`src/hw/phy_link_pkg.sv`:
```
// Constants, types and register map for the link-controller port block.
// Assumes one 200 MHz clock and an AXI4-Lite master on the register side.
//
// Operation
// - Mode input high selects newer link interface
// - Mode input low selects legacy link interface
// - No bus-holder-free isolation method offered
// - Legacy mode: interface clock feeds link clock
// - Interface clock 49.152 or 98.304 MHz
// - Decode 7-bit and 8-bit bus requests
// - Back-to-back request after 7-bit request decoded
// - Legacy mode: speed other than S100, S200 or S400 sends null
// - Launch and sample on rising clock edge
// - Unused data lanes driven low, ignored inbound
package phy_link_pkg;

  // ----------------------------------------------------------------
  // Register map
  // ----------------------------------------------------------------
  localparam logic [7:0] CONTROL_OFFSET = 8'h00;
  localparam logic [7:0] STATUS_OFFSET = 8'h04;
  localparam logic [7:0] LAST_REQ_OFFSET = 8'h08;
  localparam logic [7:0] NULL_COUNT_OFFSET = 8'h0C;
  localparam logic [7:0] LINK_DATA_OFFSET = 8'h10;
  localparam int CTRL_EAA_BIT = 0;
  localparam int CTRL_EMC_BIT = 1;
  localparam logic [1:0] CONTROL_RESET = 2'h0;
  localparam logic [1:0] RESP_OKAY = 2'h0;
  localparam logic [1:0] RESP_SLVERR = 2'h2;

  // ----------------------------------------------------------------
  // Timing
  // ----------------------------------------------------------------
  localparam real CLK_MHZ = 200.0;
  localparam real RESET_HOLD_MS = 2.0;
  localparam int RESET_HOLD_CYCLES = int'(RESET_HOLD_MS * CLK_MHZ * 1000.0);
  localparam real IFACE_CLK_SLOW_MHZ = 49.152;
  localparam real IFACE_CLK_FAST_MHZ = 98.304;
  localparam int IFACE_CLK_PPM = 100;

  // ----------------------------------------------------------------
  // Link request coding
  // ----------------------------------------------------------------
  localparam logic [2:0] REQ_READ = 3'h4;
  localparam logic [2:0] REQ_WRITE = 3'h5;
  localparam logic [2:0] REQ_ACCEL = 3'h6;
  localparam logic [3:0] PLEN_BUS = 4'h3;
  localparam logic [3:0] PLEN_READ = 4'h4;
  localparam logic [3:0] PLEN_WRITE = 4'hC;
  localparam logic [3:0] PLEN_OTHER = 4'h1;
  localparam logic [2:0] SPD_S100 = 3'h0;
  localparam logic [2:0] SPD_S200 = 3'h2;
  localparam logic [2:0] SPD_S400 = 3'h4;
  localparam logic [7:0] LANE_S100 = 8'h03;
  localparam logic [7:0] LANE_S200 = 8'h0F;
  localparam logic [7:0] LANE_ALL = 8'hFF;

  // ----------------------------------------------------------------
  // Null packet line coding
  // ----------------------------------------------------------------
  localparam logic [1:0] CTL_IDLE = 2'h0;
  localparam logic [1:0] CTL_RECEIVE = 2'h2;
  localparam logic [7:0] DATA_PREFIX_BYTE = 8'hFF;
  localparam logic [7:0] DATA_END_BYTE = 8'h00;

  typedef struct packed {
    logic [2:0] kind;
    logic [2:0] speed;
    logic [3:0] addr;
    logic [7:0] data;
  } lreq_s;

  typedef enum logic [2:0] {
    D_IDLE = 3'b001,
    D_COLLECT = 3'b010,
    D_STOP = 3'b100
  } dec_state_e;

  typedef enum logic [2:0] {
    N_IDLE = 3'b001,
    N_PREFIX = 3'b010,
    N_END = 3'b100
  } null_state_e;

endpackage : phy_link_pkg

```
`src/hw/phy_link_port.sv`:
```
// Link-controller port: mode capture, request handling, register slave.
// Assumes all link pins are synchronous to aclk and an AXI4-Lite master.
`timescale 1ns/10ps
module phy_link_port #(
  parameter int ADDR_W = 8
) (
  input wire logic aclk,
  input wire logic aresetn,
  input wire logic link_interface_mode_select,
  input wire logic link_clock_in,
  input wire logic lreq,
  input wire logic [7:0] phy_link_data_bus_in,
  input wire logic link_drives_bus,
  output logic [7:0] phy_link_data_bus_out,
  output logic phy_link_data_bus_oe,
  output logic [1:0] ctl_out,
  output logic ctl_oe,
  output logic link_interrupt_out,
  output logic iface_clk_fast,
  output logic mode_1394b,
  output logic arb_accel_enable,
  output logic multispeed_concat_enable,
  output logic bus_req_valid,
  output logic [2:0] bus_req_speed,
  input wire logic [ADDR_W-1:0] awaddr,
  input wire logic awvalid,
  output logic awready,
  input wire logic [31:0] wdata,
  input wire logic [3:0] wstrb,
  input wire logic wvalid,
  output logic wready,
  output logic [1:0] bresp,
  output logic bvalid,
  input wire logic bready,
  input wire logic [ADDR_W-1:0] araddr,
  input wire logic arvalid,
  output logic arready,
  output logic [31:0] rdata,
  output logic [1:0] rresp,
  output logic rvalid,
  input wire logic rready
);

  // ----------------------------------------------------------------
  // Data lane mask by speed
  // ----------------------------------------------------------------
  function automatic logic [7:0] lane_mask(input logic [2:0] speed);
    if (speed == phy_link_pkg::SPD_S100) begin
      lane_mask = phy_link_pkg::LANE_S100;
    end else if (speed == phy_link_pkg::SPD_S200) begin
      lane_mask = phy_link_pkg::LANE_S200;
    end else begin
      lane_mask = phy_link_pkg::LANE_ALL;
    end
  endfunction : lane_mask

  logic dec_valid;
  phy_link_pkg::lreq_s dec_req;
  phy_link_pkg::lreq_s last_req_reg;
  phy_link_pkg::null_state_e null_state_reg;
  logic mode_reg;
  logic link_clk_seen_reg;
  logic [15:0] null_count_reg;
  logic [7:0] link_data_reg;
  logic [2:0] cur_speed_reg;
  logic is_bus_req;
  logic speed_ok;
  logic start_null;
  logic wr_fire;
  logic rd_fire;

  lreq_decoder u_dec (
    .aclk(aclk),
    .aresetn(aresetn),
    .lreq(lreq),
    .req_valid(dec_valid),
    .req(dec_req)
  );

  // ----------------------------------------------------------------
  // Mode capture
  // ----------------------------------------------------------------
  // Sampled only while reset is low; later changes have no effect
  always_ff @(posedge aclk) begin
    if (!aresetn) begin
      mode_reg <= link_interface_mode_select;
    end
  end

  always_ff @(posedge aclk) begin
    if (!aresetn) begin
      mode_1394b <= 1'b0;
      iface_clk_fast <= 1'b0;
      link_interrupt_out <= 1'b0;
    end else begin
      mode_1394b <= mode_reg;
      // Selects the PLL tap that feeds the link system clock
      iface_clk_fast <= mode_reg;
      // Unused in the legacy interface; no interrupt source here
      link_interrupt_out <= 1'b0;
    end
  end

  // Link clock pin is expected grounded in legacy mode
  always_ff @(posedge aclk) begin
    if (!aresetn) begin
      link_clk_seen_reg <= 1'b0;
    end else if (!mode_reg && link_clock_in) begin
      link_clk_seen_reg <= 1'b1;
    end
  end

  // ----------------------------------------------------------------
  // Bus request handling
  // ----------------------------------------------------------------
  assign is_bus_req = dec_valid && (dec_req.kind < phy_link_pkg::REQ_READ);
  assign speed_ok = (dec_req.speed == phy_link_pkg::SPD_S100) || (dec_req.speed == phy_link_pkg::SPD_S200)
    || (dec_req.speed == phy_link_pkg::SPD_S400);
  assign start_null = is_bus_req && !mode_reg && !speed_ok;

  always_ff @(posedge aclk) begin
    if (!aresetn) begin
      bus_req_valid <= 1'b0;
      bus_req_speed <= 3'h0;
      last_req_reg <= '0;
    end else begin
      bus_req_valid <= is_bus_req && !start_null;
      if (is_bus_req && !start_null) begin
        bus_req_speed <= dec_req.speed;
      end
      if (dec_valid) begin
        last_req_reg <= dec_req;
      end
    end
  end

  always_ff @(posedge aclk) begin
    if (!aresetn) begin
      cur_speed_reg <= phy_link_pkg::SPD_S100;
    end else if (is_bus_req && speed_ok) begin
      cur_speed_reg <= dec_req.speed;
    end
  end

  // ----------------------------------------------------------------
  // Null packet: data-prefix then data-end, no payload
  // ----------------------------------------------------------------
  always_ff @(posedge aclk) begin
    if (!aresetn) begin
      null_state_reg <= phy_link_pkg::N_IDLE;
    end else begin
      case (null_state_reg)
        phy_link_pkg::N_IDLE: begin
          if (start_null) begin
            null_state_reg <= phy_link_pkg::N_PREFIX;
          end
        end
        phy_link_pkg::N_PREFIX: begin
          null_state_reg <= phy_link_pkg::N_END;
        end
        phy_link_pkg::N_END: begin
          null_state_reg <= phy_link_pkg::N_IDLE;
        end
        default: begin
          null_state_reg <= phy_link_pkg::N_IDLE;
        end
      endcase
    end
  end

  // Device drives ctl and data itself; no isolation barrier behind the pins
  always_ff @(posedge aclk) begin
    if (!aresetn) begin
      ctl_out <= phy_link_pkg::CTL_IDLE;
      ctl_oe <= 1'b1;
      phy_link_data_bus_out <= 8'h00;
      phy_link_data_bus_oe <= 1'b1;
    end else begin
      ctl_oe <= !link_drives_bus;
      phy_link_data_bus_oe <= !link_drives_bus;
      if (null_state_reg == phy_link_pkg::N_PREFIX) begin
        ctl_out <= phy_link_pkg::CTL_RECEIVE;
        phy_link_data_bus_out <= phy_link_pkg::DATA_PREFIX_BYTE & lane_mask(cur_speed_reg);
      end else begin
        ctl_out <= phy_link_pkg::CTL_IDLE;
        phy_link_data_bus_out <= phy_link_pkg::DATA_END_BYTE & lane_mask(cur_speed_reg);
      end
    end
  end

  // Inbound lanes above the current speed are dropped
  always_ff @(posedge aclk) begin
    if (!aresetn) begin
      link_data_reg <= 8'h00;
      null_count_reg <= 16'h0000;
    end else begin
      if (link_drives_bus) begin
        link_data_reg <= phy_link_data_bus_in & lane_mask(cur_speed_reg);
      end
      if (start_null) begin
        null_count_reg <= null_count_reg + 16'h0001;
      end
    end
  end

  // ----------------------------------------------------------------
  // AXI4-Lite write channel
  // ----------------------------------------------------------------
  assign wr_fire = awvalid && wvalid && !awready && !bvalid;

  always_ff @(posedge aclk) begin
    if (!aresetn) begin
      awready <= 1'b0;
      wready <= 1'b0;
      bvalid <= 1'b0;
      bresp <= phy_link_pkg::RESP_OKAY;
      arb_accel_enable <= phy_link_pkg::CONTROL_RESET[0];
      multispeed_concat_enable <= phy_link_pkg::CONTROL_RESET[1];
    end else begin
      awready <= wr_fire;
      wready <= wr_fire;
      // Response only after the address and data handshake edge
      if (awready) begin
        bvalid <= 1'b1;
        if (awaddr[7:0] == phy_link_pkg::CONTROL_OFFSET) begin
          bresp <= phy_link_pkg::RESP_OKAY;
          if (wstrb[0]) begin
            arb_accel_enable <= wdata[phy_link_pkg::CTRL_EAA_BIT];
            multispeed_concat_enable <= wdata[phy_link_pkg::CTRL_EMC_BIT];
          end
        end else begin
          bresp <= phy_link_pkg::RESP_SLVERR;
        end
      end else if (bready) begin
        bvalid <= 1'b0;
      end
    end
  end

  // ----------------------------------------------------------------
  // AXI4-Lite read channel
  // ----------------------------------------------------------------
  assign rd_fire = arvalid && !arready && !rvalid;

  always_ff @(posedge aclk) begin
    if (!aresetn) begin
      arready <= 1'b0;
      rvalid <= 1'b0;
      rdata <= 32'h00000000;
      rresp <= phy_link_pkg::RESP_OKAY;
    end else begin
      arready <= rd_fire;
      // Read data only after the address handshake edge
      if (arready) begin
        rvalid <= 1'b1;
        rresp <= phy_link_pkg::RESP_OKAY;
        case (araddr[7:0])
          phy_link_pkg::CONTROL_OFFSET: begin
            rdata <= {30'h00000000, multispeed_concat_enable, arb_accel_enable};
          end
          phy_link_pkg::STATUS_OFFSET: begin
            rdata <= {29'h00000000, link_clk_seen_reg, iface_clk_fast, mode_reg};
          end
          phy_link_pkg::LAST_REQ_OFFSET: begin
            rdata <= {5'h00, last_req_reg.kind, 5'h00, last_req_reg.speed, 4'h0, last_req_reg.addr,
                      last_req_reg.data};
          end
          phy_link_pkg::NULL_COUNT_OFFSET: begin
            rdata <= {16'h0000, null_count_reg};
          end
          phy_link_pkg::LINK_DATA_OFFSET: begin
            rdata <= {24'h000000, link_data_reg};
          end
          default: begin
            rdata <= 32'h00000000;
            rresp <= phy_link_pkg::RESP_SLVERR;
          end
        endcase
      end else if (rready) begin
        rvalid <= 1'b0;
      end
    end
  end
endmodule : phy_link_port

```
`src/hw/lreq_decoder.sv`:
```
// Serial link request decoder.
// Assumes the request line is synchronous to aclk, one bit per cycle.
`timescale 1ns/10ps
module lreq_decoder (
  input wire logic aclk,
  input wire logic aresetn,
  input wire logic lreq,
  output logic req_valid,
  output phy_link_pkg::lreq_s req
);

  // ----------------------------------------------------------------
  // Payload length by request kind
  // ----------------------------------------------------------------
  function automatic logic [3:0] payload_len(input logic [2:0] kind);
    if (kind < phy_link_pkg::REQ_READ) begin
      payload_len = phy_link_pkg::PLEN_BUS;
    end else if (kind == phy_link_pkg::REQ_READ) begin
      payload_len = phy_link_pkg::PLEN_READ;
    end else if (kind == phy_link_pkg::REQ_WRITE) begin
      payload_len = phy_link_pkg::PLEN_WRITE;
    end else begin
      payload_len = phy_link_pkg::PLEN_OTHER;
    end
  endfunction : payload_len

  phy_link_pkg::dec_state_e state_reg;
  logic [3:0] cnt_reg;
  logic [2:0] kind_reg;
  logic [11:0] pl_reg;
  logic [11:0] pl_full;
  logic last_bit;

  assign pl_full = {pl_reg[10:0], lreq};
  assign last_bit = (state_reg == phy_link_pkg::D_COLLECT) && (cnt_reg >= 4'h3)
    && ((cnt_reg - 4'h3 + 4'h1) == payload_len(kind_reg));

  // ----------------------------------------------------------------
  // Bit collection
  // ----------------------------------------------------------------
  always_ff @(posedge aclk) begin
    if (!aresetn) begin
      state_reg <= phy_link_pkg::D_IDLE;
      cnt_reg <= 4'h0;
      kind_reg <= 3'h0;
      pl_reg <= 12'h000;
    end else begin
      case (state_reg)
        phy_link_pkg::D_IDLE: begin
          if (lreq) begin
            state_reg <= phy_link_pkg::D_COLLECT;
            cnt_reg <= 4'h0;
            pl_reg <= 12'h000;
          end
        end
        phy_link_pkg::D_COLLECT: begin
          cnt_reg <= cnt_reg + 4'h1;
          if (cnt_reg < 4'h3) begin
            kind_reg <= {kind_reg[1:0], lreq};
          end else begin
            pl_reg <= pl_full;
          end
          if (last_bit) begin
            // Third speed bit low: either a 7-bit stop or an 8-bit low bit
            if (kind_reg < phy_link_pkg::REQ_READ && !lreq) begin
              state_reg <= phy_link_pkg::D_IDLE;
            end else begin
              state_reg <= phy_link_pkg::D_STOP;
            end
          end
        end
        phy_link_pkg::D_STOP: begin
          state_reg <= phy_link_pkg::D_IDLE;
        end
        default: begin
          state_reg <= phy_link_pkg::D_IDLE;
        end
      endcase
    end
  end

  // ----------------------------------------------------------------
  // Decoded request out
  // ----------------------------------------------------------------
  always_ff @(posedge aclk) begin
    if (!aresetn) begin
      req_valid <= 1'b0;
      req <= '0;
    end else begin
      req_valid <= last_bit;
      if (last_bit) begin
        req.kind <= kind_reg;
        // Two-bit legacy code lands in the upper bits of the 3-bit code
        req.speed <= (kind_reg < phy_link_pkg::REQ_READ) ? pl_full[2:0] : 3'h0;
        req.addr <= (kind_reg == phy_link_pkg::REQ_WRITE) ? pl_full[11:8] : pl_full[3:0];
        req.data <= (kind_reg == phy_link_pkg::REQ_WRITE) ? pl_full[7:0] : {7'h00, pl_full[0]};
      end
    end
  end
endmodule : lreq_decoder

```
`config.mk`:
```
export PLATFORM = sky130hd
export DESIGN_NAME = phy_link_port
export DESIGN_NICKNAME = d
export VERILOG_FILES = /design/src/hw/phy_link_pkg.sv /design/src/hw/phy_link_port.sv /design/src/hw/lreq_decoder.sv
export SDC_FILE = /design/constraint.sdc
export NUM_CORES = 1
export LEC_CHECK = 0
export ABC_AREA = 1
export BUFFER_PORTS_ARGS = -buffer_cell sky130_fd_sc_hd__buf_2
export CAP_MARGIN = 20
export CORE_UTILIZATION = 58
export CTS_CLUSTER_DIAMETER = 50
export DETAILED_ROUTE_END_ITERATION = 10
export MAX_ROUTING_LAYER = met4
export PLACE_DENSITY = 0.85
export RECOVER_POWER = 50
export SLEW_MARGIN = 20
export SYNTH_ARGS = -nofsm -noshare
export SYNTH_HDL_FRONTEND = slang
export SYNTH_HIERARCHICAL = 1
export SYNTH_SLANG_ARGS = --single-unit
```
`constraint.sdc`:
```
create_clock -name aclk -period 5.2 [get_ports aclk]
set_clock_uncertainty 0.1 [all_clocks]
set_input_delay 0.52 -clock aclk [delete_from_list [all_inputs] [get_ports aclk]]
set_output_delay 0.52 -clock aclk [all_outputs]
set_load 0.02 [all_outputs]
```
======== Word level (Yosys, flattened, before mapping) ========
Cells that the tools add are included.
storage, ports and cells
  register bits ........................... 148
  input bits .............................. 71
  output and inout port bits .............. 62
  logic and storage cells ................. 129
cells by class
  $add $sub $neg .......................... 4
  $lt $le $gt $ge ......................... 4
  equal/unequal tests ..................... 18
  muxes and demuxes ....................... 29
  bitwise logic cells ..................... 1
  reductions and logical operators ........ 39
operators by type and width
  kind                                                 number
  case mux 27 bit (5 select lines)                     1
  two-way mux 8 bit                                    5
  two-way mux 11 bit                                   2
  case mux 11 bit (2 select lines)                     1
  two-way mux 4 bit                                    5
  adder 16 x 1 -> 16 bit, second input constant        1
  equality test 8 x 4 -> 1 bit, second input constant  2
  zero test 8 bit                                      2
  two-way mux 3 bit                                    5
  logical AND 1 bit                                    14
  equality test 3 x 2 -> 1 bit, second input constant  4
  case mux 3 bit (2 select lines)                      2
  equality test 3 bit, second input constant           3
  zero test 1 bit                                      9
  adder 4 x 1 -> 4 bit, second input constant          2
  bitwise AND 8 bit                                    1
  equality test 8 x 3 -> 1 bit, second input constant  1
  equality test 8 x 5 -> 1 bit, second input constant  1
  case mux 4 bit (2 select lines)                      1
  AND reduction 2 bit                                  4
  equality test 3 x 1 -> 1 bit, second input constant  2
  zero test 3 bit                                      2
  less-than comparator 3 bit, second input constant    2
  two-way mux 2 bit                                    3
  other kinds (11)                                     20

======== Logic depth before layout (Yosys ltp) ========
Gate-level depths: netlist of the first run.
  word-level depth ........................ 8
  mapped depth ............................ 12
  depth with buffers taken out ............ 12

======== By module ========
The synthesis of the first run kept the hierarchy.
modules (own cells, without submodules)
  module         instances  cells an instance  area an instance (sq um)  seq. area each (sq um)
  phy_link_port  1          526                3871.2                    1811.7
  lreq_decoder   1          263                1883.1                    800.8

======== Least setup slack after synthesis of the first run ========
Ideal clock, no wire load.
  kind .................................... register -> register
  start point ............................. register u_dec.cnt_reg[1]
  end point ............................... register u_dec/req[14] (netlist bit)
  arrival time ............................ 1.437 ns
  data required time ...................... 4.968 ns
  slack ................................... 3.530 ns
  stages on the path, launching flop included .. 13
  path buffers ............................ 1
  period minus slack after synthesis ...... 1.670 ns
  cells stage by stage .................... dfxtp_1 inv_1 ha_1 nand2_1 inv_1 nand2_1 nand2_1 inv_2 nor2_4 nand2_8 buf_8 nand2_1 a21oi_1
between the ends
  cells in the longest elaborated chain, start to end .. 4
ends and longest elaborated chain
  element                    line                RTL
  start, declared            lreq_decoder.sv:28  logic [3:0] cnt_reg;
  start signal, assigned     lreq_decoder.sv:57  cnt_reg <= cnt_reg + 4'h1;
  subtractor 4 x 2 -> 4 bit  lreq_decoder.sv:36  && ((cnt_reg - 4'h3 + 4'h1) == payload_len(kind_reg));
  adder 4 x 1 -> 4 bit       lreq_decoder.sv:36
  equality test 4 bit        lreq_decoder.sv:36
  logical AND 1 bit (*)      lreq_decoder.sv:36
  end, declared              lreq_decoder.sv:9   output phy_link_pkg::lreq_s req
Mark *: on every way between the ends. The rest lies on a longest branch, timed or not.
A chain may end at the register's enable or synchronous reset.

======== Worst setup path after layout of the first run ========
  start point ............................. register u_dec.req_valid
  end point ............................... register bus_req_speed[1]
between the ends
  cells in the longest elaborated chain, start to end .. 5
ends and longest elaborated chain
  element                          line                  RTL
  start, declared                  lreq_decoder.sv:8     output logic req_valid,
  start signal, assigned           lreq_decoder.sv:90    req_valid <= last_bit;
  logical AND 1 bit (*)            phy_link_port.sv:116  assign is_bus_req = dec_valid && (dec_req.kind < phy_link_pkg::REQ_READ);
  logical AND 1 bit (2 in series)  phy_link_port.sv:119  assign start_null = is_bus_req && !mode_reg && !speed_ok;
  zero test 1 bit                  phy_link_port.sv:128  if (is_bus_req && !start_null) begin
  logical AND 1 bit (*)            phy_link_port.sv:128
  end signal, assigned             phy_link_port.sv:129  bus_req_speed <= dec_req.speed;
  end, declared                    phy_link_port.sv:24   output logic [2:0] bus_req_speed,
Marked as above.

==> flow_summary.yaml, run 1 <==
global_route:
  antenna_found_initial: 0
  grt-ovfl-total: 0
  grt_pass1_vias: 5124
  grt_pass1_wl_um: 22540
  track_usage_pct: 28.69
  grt_start_max_net_pins: 78
job:
  drv_cap: 0
critical_path:
  start_kind: "register"
  r2r-start: "u_dec/req_valid"
  crit_fanout: 22
  path_class: "register to register"
  r2r_end: "bus_req_speed[1]"
  end_kind: "register"
  worst_path_max_delay_cell: "dfxtp_1"
  max_stage_delay_ns: 0.75
  path_cells: "inv_1 -> nor2_1 -> nand3_4 -> inv_1 -> nor2_1 -> o21ai_0 -> a21oi_1"
  r2r_cells: 7
  cp.arrival_ns: 3.01
  reg2reg_slack_ns: 2.49
  required_ns: 5.50
logic_synthesis:
  synthArstFlopShare_pct: 0
  synth_xor_area_share_pct: 0
  yosys-top-cells-count: "nand2_1 (185), dfxtp_1 (129), nor2_1 (106), a21oi_1 (74), inv_1 (60)"
  yosysTopAreaCell: "dfxtp_1"
  synth-seq-area-share_pct: 45.40
  ys.flop_type: "dfxtp_1"
  synthMuxAreaShare_pct: 0
  synth_cells: 789
  synth_fa_ha_area_share_pct: 0.8698
  synth_seq_cells: 130
  synth.distinct_cells: 37
  ys_top_cells_by_area: "dfxtp_1 (45%), nand2_1 (12%), nor2_1 (6.9%)"
  yosysMostFrequentCell: "nand2_1"
  syn_area_sq_um: 5754
  synth-simple-area-share_pct: 31.64
  synth_top_family_by_area: "simple AND/OR/NAND/NOR gates"
  avgSynthCellArea_sq_um: 7.293
  synth_compound_area_share_pct: 11.85
  synth-edff-count: 1
  yosys_warnings: 6
  synth_top_area_share_pct: 44.88
floorplan:
  dieHeight_um: 101.6
  start_util_pct: 61.12
  io_pins: 133
  fp-row-count: 35
  core_area_sq_um: 9415
  dieArea_sq_um: 10320
  fp.dieW_um: 101.6
drt:
  drc: 0
  wire_per_inst_um: 13.80
  drtIter0Drc: 262
  first_pass_iters: 5
  postRouteAntennaNets: 0
  via_count: 5354
  wirelength_um: 13760
  routed_via_density: 5.370
run_status:
  status: "completed"
pwr:
  pwr-share-comb_pct: 4.9
  power.density_nw_per_um2: 356.6
  pwr-share-seq_pct: 43.7
  switching_share_pct: 23.79
  peakVddDrop_uv: 198.4
  p_int_mw: 1.794
  p_leak_nw: 2.764
  p_total_mw: 2.354
  switching_power_mw: 0.5600
  p_clk_share_pct: 51.4
clock_tree:
  clk_pin_slew_ns: 0.06
  h-tree-depth: 4
  clock-root-buffer: "clkbuf_8"
  cts_tree: "done"
  clock_path_buffers: 2
  worstSkewPairLatency_ns: 0.52
  cts_setup_buffers: 0
  post_cts_resized: 0
  numCtsBuffers: 17
  cts_sinks: 130
  cts_hold_buf: 0
min_path:
  hold_path_depth: 1
  min_path_type: "primary input to register"
  holdPathEnd: "mode_reg"
  worstHoldStart: "link_interface_mode_select"
finish:
  largest_reg_flops: 22
  num-fill-cells: 792
  antenna_cells: 0
  fin_nets: 930
  drive_above_1_share_pct: 12.21
  area_growth_pct: 14.74
placement:
  routabilityCongestion: 0.8713
  dp_hpwl_um: 9099
  io_buffer_count: 85
sta:
  finalSetupViolCount: 0
  fin_crit_sh_pct: 52.12
  tightest_slew_ns: 1.059
  rsz0062_at_grt: "no"
  finalHoldViolations: 0
  drv_slew: 0
  relSlewSlack_pct: 29.32
  max_freq_mhz: 369.0
  setup-tns-final_ns: 0
  finalCriticalPeriod_ns: 2.710
==> cell usage in the layout, fill, tap and decap left out, types with 3 or more instances in the layout <==
| cell | n |
|---|---|
| a21oi_1 | 74 |
| buf_2 | 40 |
| bufinv_16 | 3 |
| clkbuf_1 | 45 |
| clkbuf_16 | 16 |
| clkinv_4 | 3 |
| conb_1 | 14 |
| dfxtp_1 | 129 |
| ha_1 | 4 |
| inv_1 | 61 |
| inv_2 | 6 |
| inv_6 | 4 |
| nand2_1 | 185 |
| nand2_2 | 4 |
| nand3_1 | 54 |
| nand3_2 | 3 |
| nand3b_1 | 4 |
| nand4_1 | 4 |
| nor2_1 | 107 |
| nor2_2 | 5 |
| nor2_4 | 5 |
| nor3_1 | 13 |
| nor3_2 | 3 |
| nor4_1 | 4 |
| o21ai_0 | 56 |
==> power by group through the flow <==
stage          logic (mW)  clock network, mW  registers (mW)
3_3_place_gp        0.111                  0            1.05
6_report            0.116               1.21            1.03
4_1_cts             0.118               1.21            1.03
5_1_grt             0.129               1.26            1.03
2_1_floorplan      0.0855                  0            1.05
3_5_place_dp        0.116                  0            1.05
==> metrics by stage <==
step                      util, %  instances  area, sq um  hold slack, ns  worst slack [ns]
after floorplan                 -        802         5803          0.3155             3.530
after global placement      64.44        965         6067          0.3198             2.542
after detailed placement    64.44        965         6067          0.3301             2.441
after CTS                   70.86        997         6671         0.06479             2.713
after global routing        70.13        997         6603         0.05439             2.233
final                       70.13        997         6603         0.07182             2.490
==> layer usage <==
layer | GRT usage [%] | part of all wire, % | up-vias
met3 | 6.901 | 5.8 | 41
met2 | 49.64 | 50 | 183
li1 | - | - | 2637
met5 | - | 0 | -
met1 | 30.69 | 41 | 2493
met4 | 13.82 | 2.6 | 0
==> final cells by class <==
class	instances	area (sq um)	share of cell area, %
multi-input cells	552	2592	39.26
clock buffers	18	427.9	6.481
flip-flops and latches	130	2613	39.57
repair buffers	86	376.6	5.704
clock inverters	14	176.4	2.672
inverters	68	255.2	3.866
well taps	129	161.4	2.445
==> critical path: cells and delay by family (launching register included) <==
| kind | cells | cell delay, ns |
|---|---|---|
| AOI/OAI and AO/OA | 2 | 0.23 |
| buffers and inverters | 2 | 0.66 |
| DFF | 1 | 0.75 |
| and+or+nand+nor | 3 | 0.84 |
==> how the worst max path moves through the flow <==
stage / start / to / slack [ns]
2_1_floorplan: u_dec/cnt_reg[1] / u_dec/req[14] / 3.53
3_3_place_gp: aresetn / null_state_reg[0] / 2.54
3_5_place_dp: aresetn / null_state_reg[0] / 2.44
4_1_cts: arready / arready / 2.71
5_1_grt: u_dec/req_valid / bus_req_speed[1] / 2.23
6_report: u_dec/req_valid / bus_req_speed[1] / 2.49
==> cells by family after synthesis <==
group	Yosys count
buf+inv	120
simple gates	400
flops	130
fa+ha+maj	4
compound gates	134
other cells	1
Power figures use the tool's default switching activity.
==> inputs of run 2 (changes only) <==
--- a/config.mk
+++ b/config.mk
@@ -8,11 +8,11 @@
 export ABC_AREA = 1
 export BUFFER_PORTS_ARGS = -buffer_cell sky130_fd_sc_hd__buf_2
 export CAP_MARGIN = 20
-export CORE_UTILIZATION = 58
+export CORE_UTILIZATION = 49
 export CTS_CLUSTER_DIAMETER = 50
 export DETAILED_ROUTE_END_ITERATION = 10
 export MAX_ROUTING_LAYER = met4
-export PLACE_DENSITY = 0.85
+export PLACE_DENSITY = 0.77
 export RECOVER_POWER = 50
 export SLEW_MARGIN = 20
 export SYNTH_ARGS = -nofsm -noshare
==> constraint.sdc (replaced) <==
create_clock -name aclk -period 2.32 [get_ports aclk]
set_clock_uncertainty 0.1 [all_clocks]
set_input_delay 0.232 -clock aclk [delete_from_list [all_inputs] [get_ports aclk]]
set_output_delay 0.232 -clock aclk [all_outputs]
set_load 0.02 [all_outputs]
==> run 2 against run 1 <==
Against the previous run: critical path depth rose by 5; register-to-register slack worse by 2.1 ns; highest routed layer unchanged; critical path type unchanged; wire length fell by 6.1%; first-iteration DRC count up 34%.
==> flow_summary.yaml, run 2 (synthesis gave the netlist of run 1 again) <==
critical_path:
  crit_start: "u_dec/cnt_reg[1]"
  required_ns: 2.57
  r2r-start: "u_dec/cnt_reg[1]"
  r2r_cells: 12
  reg2reg_slack_ns: 0.34
  cp.arrival_ns: 2.23
  end_kind: "register"
  critical_path.most_common_cell: "nand2_1"
  path_cells: "inv_1 -> ha_1 -> nand2_1 -> inv_1 -> nand2_1 -> nand2_1 -> inv_2 -> nor2_4 -> nand2_8 -> inv_2 -> nor2_1 -> nor2_1"
  max_stage_delay_ns: 0.40
  start_kind: "register"
  crit_fanout: 15
  r2r_end: "u_dec/req[8]"
  path_class: "register to register"
  worst_path_max_delay_cell: "dfxtp_1"
  crit_end: "u_dec/req[8]"
finish:
  antenna_cells: 0
  largest_reg_flops: 22
  register_area_sq_um: 2613
  finish.utilization_pct: 60.56
  final_cells: 1038
  final_area_sq_um: 6915
  final_cell_mix: "nand2_1 (185), dfxtp_1 (129), nor2_1 (106)"
  drive_above_1_share_pct: 12.85
  multi_input_area_sq_um: 2605
  area_growth_pct: 20.18
  num-fill-cells: 1054
  final_common_cell: "nand2_1"
  fin_nets: 957
sta:
  finalSetupViolCount: 0
  fin_crit_sh_pct: 85.23
  finalCriticalPeriod_ns: 1.977
  drv_slew: 0
  finalHoldViolations: 0
  max_freq_mhz: 505.7
  relSlewSlack_pct: 4.978
  tightest_slew_ns: 1.425
  setup-tns-final_ns: 0
  rsz0062_at_grt: "no"
pwr:
  pwr-share-comb_pct: 5.5
  p_int_mw: 4.305
  pwr-share-seq_pct: 41.9
  switching_power_mw: 1.174
  peakVddDrop_uv: 779.1
  p_leak_nw: 2.913
  switching_share_pct: 21.42
  p_clk_share_pct: 52.6
  power.density_nw_per_um2: 792.3
  p_total_mw: 5.479
clock_tree:
  clk_pin_slew_ns: 0.05
  post_cts_resized: 0
  numCtsBuffers: 17
  worstSkewPairLatency_ns: 0.42
  cts_tree: "done"
  cts_sinks: 130
  clock-root-buffer: "clkbuf_16"
  clock_path_buffers: 2
  h-tree-depth: 4
floorplan:
  start_util_pct: 50.39
  io_pins: 133
  dieArea_sq_um: 12180
  fp-row-count: 39
  fp.dieW_um: 110.4
  dieHeight_um: 110.4
  core_area_sq_um: 11420
min_path:
  min_path_type: "primary input to register"
  worstHoldStart: "wdata[1]"
drt:
  routed_via_density: 5.007
  drtIter0Drc: 352
  wire_per_inst_um: 12.44
  drc: 0
  wirelength_um: 12910
  first_pass_iters: 5
  postRouteAntennaNets: 0
  via_count: 5197
global_route:
  grt_pass1_wl_um: 20800
  track_usage_pct: 22.91
  grt_start_max_net_pins: 46
  grt_pass1_vias: 4647
  grt-ovfl-total: 0
  antenna_found_initial: 0
placement:
  dpl_cell_area_sq_um: 6152
  place_inst: 988
  io_buffer_count: 85
  dp_hpwl_um: 8407
  routabilityCongestion: 0.8417
job:
  drv_cap: 0
run_status:
  status: "completed"
run 2: cell types whose count changed in the layout (fill, tap and decap cells not counted), moves of 2 or more:
cell and delta:
dlygate4sd3_1 +18, buf_4 +6, clkbuf_1 +2, inv_6 -4, clkinv_4 -3, clkbuf_8 +3
buf_2 +2
run 2: layout make-up:
| cell class | instances | area share (%) |
|---|---|---|
| flip-flops and latches | 130 | 37.78 |
| multi-input cells | 552 | 37.67 |
| inverters | 68 | 3.691 |
| clock inverters | 9 | 2.171 |
| well taps | 143 | 2.587 |
| repair buffers | 113 | 8.902 |
| clock buffers | 23 | 7.201 |
run 2: worst max-delay path: cells and delay by family (launching register included):
family | cells | cell delay, ns
adders and majority gates | 1 | 0.30
buffers and inverters | 4 | 0.35
DFF | 1 | 0.40
and+or+nand+nor | 7 | 0.77
run 2: repair_timing:
item                                   4_1_cts  5_1_grt
buffers inserted                             0        0
hold buffers                                18        0
endpoints found under the hold margin       16        0
run 2: how the worst min path moves through the flow:
stage | slack [ns] | to | cells after the start
finish | 0.02 | multispeed_concat_enable | 3
CTS | 0.0009 | ctl_oe | 2
floorplan | 0.23 | mode_reg | 0
global placement | 0.32 | mode_reg | 1
global route | 0.02 | ctl_oe | 2
detailed placement | 0.31 | mode_reg | 1
run 2: per-stage QoR:
stage	hold WS (ns)	setup slack (ns)
final	0.01803	0.3426
after global routing	0.02035	0.1542
after CTS	0.0009087	0.3297
after detailed placement	0.3131	0.3528
after global placement	0.3227	0.3738
after floorplan	0.2309	0.6503
run 2: layer usage:
layer	track usage, %	up-vias	share of wire (%)
met5	-	-	0
met4	8.647	0	2.0
met3	6.173	21	4.9
met2	39.49	120	48
met1	25.22	2352	45
li1	-	2704	-
run 2: power by group through the flow:
stage	sequential [mW]	clock (mW)	combinational, mW
6_report	2.30	2.88	0.300
5_1_grt	2.30	3.02	0.339
4_1_cts	2.29	2.92	0.305
3_5_place_dp	2.34	0	0.281
3_3_place_gp	2.34	0	0.279
2_1_floorplan	2.36	0	0.192
